--- src/rtl/fpsi_consts.svh ---
// Constants for the front-panel status indicator block.
//
// Overview of operation
// - Host traffic flashes the activity lamp green.
// - Command error or overrun lights fault lamp.
// - Fault lamp is OR of three event flags.
// - Only reset, the clear command or a W1C write to event status extinguishes the fault lamp.
// - Slow output beyond 8 V lights saturation lamp.
// - Saturation lamp follows high/low flags live.
// - Slow integrator limit also lights saturation lamp.
// - Host selects signal copied to diagnostic output.
// - Acquisition input may trigger control state machine.
`ifndef FPSI_CONSTS_SVH
`define FPSI_CONSTS_SVH

// ----------------------------------------
// Register map
// ----------------------------------------
`define FPSI_ADDR_EVENT_STATUS 12'h000
`define FPSI_ADDR_OVERLOAD 12'h004
`define FPSI_ADDR_MONITOR_SEL 12'h008
`define FPSI_ADDR_ACQ_CTRL 12'h00C
`define FPSI_ADDR_LAMPS 12'h010

// ----------------------------------------
// Field positions
// ----------------------------------------
`define FPSI_BIT_RXQ_OVF 0
`define FPSI_BIT_RUN_FAULT 1
`define FPSI_BIT_CMD_SYNTAX 2
`define FPSI_BIT_SEC_HIGH 0
`define FPSI_BIT_SEC_LOW 1
`define FPSI_BIT_SEC_INTEG 2
`define FPSI_BIT_ACQ_EN 0
`define FPSI_BIT_ACQ_LEVEL 1
`define FPSI_MON_SEL_W 4
`define FPSI_MON_SRC_N 16

// ----------------------------------------
// Reset values and timing
// ----------------------------------------
`define FPSI_RST_MON_SEL 4'h0
`define FPSI_RST_ACQ_CTRL 2'h0
`define FPSI_CLK_HZ 40000000
`define FPSI_FLASH_MS 50
`define FPSI_FLASH_CYCLES ((`FPSI_CLK_HZ / 1000) * `FPSI_FLASH_MS)
`define FPSI_FLASH_W 21

`endif

--- src/rtl/fpsi_pkg.sv ---
// Types for the front-panel status indicator block.
`include "fpsi_consts.svh"

package fpsi_pkg;

    typedef struct packed {
        logic rx_byte;
        logic tx_byte;
        logic receive_queue_overflow;
        logic run_fault;
        logic command_syntax_fault;
    } fpsi_host_ev_t;

    typedef struct packed {
        logic secondary_output_high;
        logic secondary_output_low;
        logic secondary_integrator_limit;
    } fpsi_ovl_t;

    typedef struct packed {
        logic host_link_activity_lamp;
        logic host_fault_lamp;
        logic secondary_output_saturation_lamp;
    } fpsi_lamps_t;

    typedef enum logic [2:0] {
        FPSI_ACQ_IDLE = 3'b001,
        FPSI_ACQ_HIGH = 3'b010,
        FPSI_ACQ_WAIT = 3'b100
    } fpsi_acq_state_t;

endpackage

--- src/rtl/fpsi_top.sv ---
// Front-panel indicator logic with an APB register slave.
//
// Design decisions made here: the APB register port and the address map.
`timescale 1ns/1ps
`include "fpsi_consts.svh"

module fpsi_top (
    input wire logic pclk,
    input wire logic presetn,
    input wire logic psel,
    input wire logic penable,
    input wire logic pwrite,
    input wire logic [11:0] paddr,
    input wire logic [31:0] pwdata,
    output logic [31:0] prdata,
    output logic pready,
    output logic pslverr,
    input wire fpsi_pkg::fpsi_host_ev_t host_ev,
    input wire logic clear_status_command,
    input wire fpsi_pkg::fpsi_ovl_t ovl_pin,
    input wire logic [`FPSI_MON_SRC_N-1:0] monitor_sources,
    input wire logic acquisition_input,
    output logic diagnostic_output,
    output logic acquisition_event,
    output fpsi_pkg::fpsi_lamps_t lamps
);

    // ----------------------------------------
    // Input synchronisers
    // ----------------------------------------
    fpsi_pkg::fpsi_ovl_t ovl_meta;
    fpsi_pkg::fpsi_ovl_t ovl_sync;
    logic acq_meta;
    logic acq_sync;

    always_ff @(posedge pclk or negedge presetn) begin
        if (!presetn) begin
            ovl_meta <= '0;
            ovl_sync <= '0;
            acq_meta <= 1'b0;
            acq_sync <= 1'b0;
        end else begin
            ovl_meta <= ovl_pin;
            ovl_sync <= ovl_meta;
            acq_meta <= acquisition_input;
            acq_sync <= acq_meta;
        end
    end

    // ----------------------------------------
    // APB decode
    // ----------------------------------------
    wire apb_access = psel && penable;
    wire apb_write = apb_access && pwrite;
    wire hit_event_status_register = (paddr == `FPSI_ADDR_EVENT_STATUS);
    wire hit_ovl = (paddr == `FPSI_ADDR_OVERLOAD);
    wire hit_mon = (paddr == `FPSI_ADDR_MONITOR_SEL);
    wire hit_acq = (paddr == `FPSI_ADDR_ACQ_CTRL);
    wire hit_lamp = (paddr == `FPSI_ADDR_LAMPS);
    wire hit_any = hit_event_status_register || hit_ovl || hit_mon || hit_acq || hit_lamp;

    assign pready = 1'b1;
    assign pslverr = apb_access && !hit_any;

    // ----------------------------------------
    // Event status register
    // ----------------------------------------
    logic [2:0] event_status_register;
    wire [2:0] ev_set = {host_ev.command_syntax_fault, host_ev.run_fault,
        host_ev.receive_queue_overflow};
    wire [2:0] ev_clr_w1c = (apb_write && hit_event_status_register) ? pwdata[2:0] : 3'h0;
    wire [2:0] ev_clr = clear_status_command ? 3'h7 : ev_clr_w1c;
    wire [2:0] next_event_status = (event_status_register & ~ev_clr) | ev_set;

    always_ff @(posedge pclk or negedge presetn) begin
        if (!presetn) begin
            event_status_register <= 3'h0;
        end else begin
            event_status_register <= next_event_status;
        end
    end

    // ----------------------------------------
    // Monitor select and acquisition control
    // ----------------------------------------
    logic [`FPSI_MON_SEL_W-1:0] monitor_select;
    logic [1:0] acq_ctrl;

    always_ff @(posedge pclk or negedge presetn) begin
        if (!presetn) begin
            monitor_select <= `FPSI_RST_MON_SEL;
            acq_ctrl <= `FPSI_RST_ACQ_CTRL;
        end else begin
            if (apb_write && hit_mon) begin
                monitor_select <= pwdata[`FPSI_MON_SEL_W-1:0];
            end
            if (apb_write && hit_acq) begin
                acq_ctrl <= pwdata[1:0];
            end
        end
    end

    wire next_diag = monitor_sources[monitor_select];

    always_ff @(posedge pclk or negedge presetn) begin
        if (!presetn) begin
            diagnostic_output <= 1'b0;
        end else begin
            diagnostic_output <= next_diag;
        end
    end

    // ----------------------------------------
    // Acquisition event state machine
    // ----------------------------------------
    fpsi_pkg::fpsi_acq_state_t acq_state;
    fpsi_pkg::fpsi_acq_state_t next_acq_state;
    wire acq_en = acq_ctrl[`FPSI_BIT_ACQ_EN];
    wire acq_active = acq_ctrl[`FPSI_BIT_ACQ_LEVEL] ? !acq_sync : acq_sync;
    logic next_acq_event;

    always_comb begin
        next_acq_state = acq_state;
        next_acq_event = 1'b0;
        case (acq_state)
            fpsi_pkg::FPSI_ACQ_IDLE: begin
                if (acq_en && acq_active) begin
                    next_acq_state = fpsi_pkg::FPSI_ACQ_HIGH;
                    next_acq_event = 1'b1;
                end
            end
            fpsi_pkg::FPSI_ACQ_HIGH: begin
                next_acq_state = fpsi_pkg::FPSI_ACQ_WAIT;
            end
            fpsi_pkg::FPSI_ACQ_WAIT: begin
                if (!acq_active || !acq_en) begin
                    next_acq_state = fpsi_pkg::FPSI_ACQ_IDLE;
                end
            end
            default: begin
                next_acq_state = fpsi_pkg::FPSI_ACQ_IDLE;
            end
        endcase
    end

    always_ff @(posedge pclk or negedge presetn) begin
        if (!presetn) begin
            acq_state <= fpsi_pkg::FPSI_ACQ_IDLE;
            acquisition_event <= 1'b0;
        end else begin
            acq_state <= next_acq_state;
            acquisition_event <= next_acq_event;
        end
    end

    // ----------------------------------------
    // Activity flash stretcher
    // ----------------------------------------
    localparam logic [`FPSI_FLASH_W-1:0] FLASH_LOAD =
        `FPSI_FLASH_W'(`FPSI_FLASH_CYCLES);
    logic [`FPSI_FLASH_W-1:0] flash_count;
    wire traffic = host_ev.rx_byte || host_ev.tx_byte;
    wire [`FPSI_FLASH_W-1:0] next_flash_count = traffic ? FLASH_LOAD :
        (flash_count != '0) ? flash_count - 1'b1 : flash_count;

    always_ff @(posedge pclk or negedge presetn) begin
        if (!presetn) begin
            flash_count <= '0;
        end else begin
            flash_count <= next_flash_count;
        end
    end

    // ----------------------------------------
    // Lamp drivers
    // ----------------------------------------
    fpsi_pkg::fpsi_lamps_t next_lamps;
    assign next_lamps.host_fault_lamp = |next_event_status;
    assign next_lamps.host_link_activity_lamp = (next_flash_count != '0);
    assign next_lamps.secondary_output_saturation_lamp =
        ovl_sync.secondary_output_high || ovl_sync.secondary_output_low ||
        ovl_sync.secondary_integrator_limit;

    always_ff @(posedge pclk or negedge presetn) begin
        if (!presetn) begin
            lamps <= '0;
        end else begin
            lamps <= next_lamps;
        end
    end

    // ----------------------------------------
    // Read data
    // ----------------------------------------
    wire [31:0] rd_event_status_register = {29'h0, event_status_register};
    wire [31:0] rd_ovl = {29'h0, ovl_sync.secondary_integrator_limit,
        ovl_sync.secondary_output_low, ovl_sync.secondary_output_high};
    wire [31:0] rd_mon = {28'h0, monitor_select};
    wire [31:0] rd_acq = {30'h0, acq_ctrl};
    wire [31:0] rd_lamp = {29'h0, lamps};
    wire [31:0] next_prdata = hit_event_status_register ? rd_event_status_register : hit_ovl ? rd_ovl :
        hit_mon ? rd_mon : hit_acq ? rd_acq : hit_lamp ? rd_lamp : 32'h0;

    assign prdata = (psel && !pwrite) ? next_prdata : 32'h0;

endmodule

--- config.mk ---
export PLATFORM = sky130hd
export DESIGN_NAME = fpsi_top
export DESIGN_NICKNAME = d
export VERILOG_FILES = /design/src/rtl/fpsi_pkg.sv /design/src/rtl/fpsi_top.sv
export VERILOG_INCLUDE_DIRS = /design/src /design/src/rtl
export SDC_FILE = /design/constraint.sdc
export NUM_CORES = 1
export LEC_CHECK = 0
export ABC_AREA = 1
export ABC_CLOCK_PERIOD_IN_PS = 2100
export BUFFER_PORTS_ARGS = -buffer_cell sky130_fd_sc_hd__buf_4
export CAP_MARGIN = 25
export CORE_MARGIN = 2
export CORE_UTILIZATION = 30
export DETAILED_ROUTE_END_ITERATION = 6
export PLACE_DENSITY = 0.6
export SLEW_MARGIN = 20
export SYNTH_ARGS = -nofsm -noshare
export SYNTH_HDL_FRONTEND = slang
export SYNTH_SLANG_ARGS = --single-unit
--- constraint.sdc ---
create_clock -name pclk -period 2.1 [get_ports pclk]
set_input_delay 0.42 -clock pclk [delete_from_list [all_inputs] [get_ports pclk]]
set_output_delay 0.42 -clock pclk [all_outputs]
set_load 0.03 [all_outputs]
Word level (Yosys, flattened, before mapping)
Cells that the tools add are included.

storage, ports and cells
  flip-flop bits (word level) = 46

operators by class
  add/subtract/negate cells = 1
  magnitude comparators = 1
  equality and inequality tests = 9
  multiplexer cells = 18
  bitwise gates (word level) = 3
  reduce and logical (&&, ||, !) cells = 26

operator list
  cell                     count
  $mux W21                 2
  $reduce_bool A21 Y1      2
  $eq A12 B4 Y1 const B    2
  $sub A21 B1 Y21 const B  1
  $mux W3                  6
  $mux W4                  4
  $eq A12 B3 Y1 const B    1
  $eq A12 B5 Y1 const B    1
  $logic_not A12 Y1        1
  $pmux W3 S3              1
  $logic_and A1 B1 Y1      8
  $logic_or A1 B1 Y1       8
  $logic_not A1 Y1         5
  $lt A4 B5 Y1 const B     1
  $bmux W1 S4              1
  $mux W1                  4
  $ne A2 B2 Y1 const B     2
  $and A3 B3 Y3            1
  $eq A3 B1 Y1 const B     1
  $eq A3 B2 Y1 const B     1
  $eq A3 B3 Y1 const B     1
  $not A3 Y3               1
  $or A3 B3 Y3             1
  $reduce_or A3 Y1         1
  $reduce_and A2 Y1        1

Logic depth before layout (Yosys ltp)
  depth in word-level cells = 9
  gate-level depth with buffers = 13

Least setup slack after synthesis
No wires, ideal clock.

  path type = input to output
  start = in paddr[10]
  end = out prdata[3]
  data arrival time = 1.815 ns
  setup slack = -0.135 ns
  stages = 7
  buffers on the path = 0
  cells stage by stage = inv_1 nand4_1 nor2_4 nand2_1 nor2_2 inv_1 nor3_1

between the ends
  word-level cells in the longest chain between the ends = 5
  elaborated cells between the ends (all ways) = 7
  classes of those cells = 2 x eq/ne; 4 x mux; 1 x reduce/logical

RTL lines
  element                  RTL line         RTL
  start, declared          fpsi_top.sv:13   input wire logic [11:0] paddr,
  $eq A12 B4 Y1 (no line)  --
  $mux W4                  fpsi_top.sv:202  hit_mon ? rd_mon : hit_acq ? rd_acq : hit_lamp ? rd_lamp : 32'h0;
  $mux W4                  fpsi_top.sv:201  wire [31:0] next_prdata = hit_event_status_register ? rd_event_status_register : hit_ovl ? rd_ovl :
  $mux W4 (*)              fpsi_top.sv:201
  $mux W4 (*)              fpsi_top.sv:204  assign prdata = (psel && !pwrite) ? next_prdata : 32'h0;
  end, declared            fpsi_top.sv:15   output logic [31:0] prdata,

Every way passes the cells marked *; elsewhere a longest branch is shown, timed or not.

Final worst setup path
  start = in paddr[9]
  end = out prdata[1]

between the ends
  word-level cells in the longest chain between the ends = 7
  elaborated cells between the ends (all ways) = 11
  classes of those cells = 4 x eq/ne; 6 x mux; 1 x reduce/logical

RTL lines
  element                  RTL line
  $eq A12 B5 Y1 (no line)  --
  $mux W3 (2 in a row)     fpsi_top.sv:202
  $mux W4                  fpsi_top.sv:202
  $mux W4                  fpsi_top.sv:201
  $mux W4 (*)              fpsi_top.sv:201
  $mux W4 (*)              fpsi_top.sv:204

Marked as above.

==> metrics.md <==
| Metric | Value |
|---|---|
| Worst min path class | `in -> async` |
| Most common cell after layout, fill and taps aside | `nand2_1` |
| RSZ-0062 raised after global routing | `true` |
| CP cell instances | `buf_8 > clkinv_4 > nand4_1 > nor2_4 > nand4_1 > o21ai_1 > o211ai_1 > nand2_1 > inv_1 > buf_6` |
| Worst EP required | `1.68 ns` |
| Starting DRT DRC Count | `123` |
| TritonCTS clock tree | `built` |
| Nets | `593` |
| # DRC | `0` |
| Drt pass-1 iters | `4` |
| Post-synthesis sequential area ratio | `0.375` |
| Final hold vios | `0` |
| Setup crit end kind | `primary output` |
| Top cell by count, worst path | `nand4_1` |
| Maximum vdd drop | `0.000264 V` |
| Fin crit share | `1.06` |
| Failing checks | `setup timing` |
| Cell Rows | `36` |
| Routed Antenna Nets | `0` |
| Setup Viol. Count Final | `2` |
| Leading area contributor after synthesis | `dfrtp_1` |
| Longest Clk Path Bufs | `2` |
| #FFs+latches synth | `46` |
| Die area | `11100 um2` |
| Outcome | `finished, violations left` |
| PnR worst setup slack | `-0.116 ns` |
| Inserted Diodes | `0` |
| Setup Crit Path Kind | `in -> out` |
| Slowest-stage cell, CP | `nor2_4` |
| Final Critical Period | `2.22 ns` |
| Most frequent cells in the layout | `93 x nand2_1, 83 x buf_4, 60 x inv_1, 45 x dfrtp_1, 40 x nor2_1` |
| Slew margin rel. | `0.608` |
| Initial core utilization | `0.311` |
| Worst r2r path cells | `12` |
| Ys Warns | `0` |
| DP Wirelength | `5690 um` |
| H-tree depth | `2` |
| Boundary Pins | `114` |
| CTS Sinks | `46` |
| Post-Syn Area per Cell | `7.26 um2` |
| I/O Buffers | `56` |
| Lkg Pwr | `2.13 nW` |
| Top cell type's share of synthesized area | `0.367` |
| Placer Congestion | `0.887` |
| Skew final | `0.00247 ns` |
| Total Routing Usage GR | `0.138` |
| Clock slew seen by the registers of the worst setup and hold paths | `0.09 ns` |
| Synth area leaders | `dfrtp_1 37%, nand2_1 11%, inv_1 8.6%` |
| Pin slew with the least headroom to its limit | `0.587 ns` |
| Largest stage delay, worst path | `0.24 ns` |
| Die Wd | `105 um` |
| Setup crit start kind | `input pin` |
| Share of cells above drive strength 1 | `0.278` |
| PD cells | `485 nW/um2` |
| Core area | `9860 um2` |
| Fill cells | `1024` |
| CP max FO | `7` |
| Delay-heaviest family, CP | `simple AND/OR/NAND/NOR gates` |
| Clock latency on the worst-skew pair | `0.30 ns` |
| Die Span Y | `105 um` |
| Final Slew Violations | `0` |
| Via density | `4.48` |
| Count of different cell masters after synthesis | `32` |
| Mapped Area | `3070 um2` |
| Number of max-cap violations | `0` |
| Vias in the first global route | `2715` |
| Root buf cell | `clkbuf_8` |
| Worst path depth | `10` |
| Routed WL | `7620 um` |
| WL/cell | `11.7 um` |
| Largest net degree at the start of global routing | `47` |
| Cell count after synthesis | `423` |
| Tot Pwr | `0.00193 W` |
| CTS buffer count | `5` |
| Worst path bufs/invs | `4` |
| Setup total negative slack | `-0.126 ns` |
| Grt ovf | `0` |
| Area grow syn2layout | `29.5%` |
| Initial antenna violation count | `0` |
| First-pass GRT wire length | `12400 um` |
| Vias post-DR | `2914` |
| Max Freq | `451 MHz` |
| WP data arrival | `1.80 ns` |
[synth_stat cells, drive strengths merged]
| library cell | instances |
|---|---|
| nand2 | 100 |
| inv | 70 |
| nor2 | 55 |
| dfrtp | 45 |
| nand3 | 38 |
| buf | 34 |
| o21ai | 20 |
| a21oi | 13 |
| nand4 | 11 |
| nor3 | 5 |
| o211ai | 5 |
| xor2 | 5 |
| mux2i | 4 |
| nand3b | 4 |
| nor4 | 4 |
| a31oi | 2 |
| conb | 2 |
| clkbuf | 1 |
| dfstp | 1 |
| ha | 1 |
| o211a | 1 |
| or2 | 1 |
| or3 | 1 |
[registers in the layout (all words and copies together) (netlist names), 2 cells and up]
name / cells
flash_count: 21
ovl_meta: 3
event_status_register: 3
ovl_sync: 3
monitor_select: 4
lamps: 3
acq_ctrl: 2
acq_state: 3
[per-layer routing]
layer,wire length [um],track usage,vias to the layer above
li1,-,-,1465
met1,3410,0.177,1317
met2,3510,0.231,123
met3,566,0.0337,9
met4,129,0.0352,0
met5,0,0,-
[where the power goes]
part | leakage, nW | total (W) | switching (W) | internal, W
logic | 1.53 | 0.000440 | 0.000275 | 0.000164
registers | 0.554 | 0.000933 | 0.0000210 | 0.000912
clock network | 0.0441 | 0.000554 | 0.000320 | 0.000234
total | 2.13 | 0.00193 | 0.000616 | 0.00131
[metrics by stage]
| step | worst slack [ns] | instance area [um2] | hold slack, ns | util | instances |
|---|---|---|---|---|---|
| final | -0.116 | 3980 | 0.113 | 0.403 | 651 |
| after global routing | -0.218 | 3980 | 0.162 | 0.403 | 651 |
| after CTS | -0.0361 | 3890 | 0.138 | 0.395 | 649 |
| after detailed placement | -0.0826 | 3660 | 0.337 | 0.371 | 625 |
| after global placement | -0.0499 | 3660 | 0.336 | 0.371 | 625 |
| after floorplan | 0.0474 | 3180 | 0.124 | - | 450 |
[cell families (layout without fill, tap and decap cells)]
logic type / after synthesis / after routing / share of synthesized area
AOI/OAI and AO/OA: 41 / 41 / 0.0734
xor gates and xnor gates: 5 / 5 / 0.0143
adders and majority gates: 1 / 1 / 0.00407
buffers and inverters: 105 / 173 / 0.172
DFF: 46 / 46 / 0.375
muxes: 4 / 4 / 0.0130
other: 2 / 29 / 0.00245
and+or+nand+nor: 219 / 219 / 0.346
[path summary, 6_finish.rpt]
kind	start	to	slack, ns
worst min-delay path	presetn	flash_count[0]	0.11
min in group pclk	acquisition_input	acq_meta	0.22
worst min register to register	ovl_meta[0]	ovl_sync[0]	0.35
max in group asynchronous	presetn	ovl_meta[0]	1.59
worst max register to register	flash_count[9]	lamps[2]	0.18
worst max-delay path	paddr[9]	prdata[1]	-0.12
[layout make-up]
class                           instances  area, um2  area share
Tap cell                              133        166      0.0419
Sequential cell                        46       1150       0.290
Inverter                               70        273      0.0686
Clock buffer                            5       68.8      0.0173
Timing Repair Buffer                   95        766       0.193
Multi-Input combinational cell        299       1530       0.384
Clock inverter                          3       21.3     0.00535
[repair_timing]
item / CTS / global route
setup endpoints to repair: 4 / 7
pin swaps: 7 / 14
buffers inserted: 16 / 4
gates resized for setup: 18 / 22
hold endpoints to repair: 0 / 0
hold buffers: 0 / 0
(Power assumes the default switching activity.)
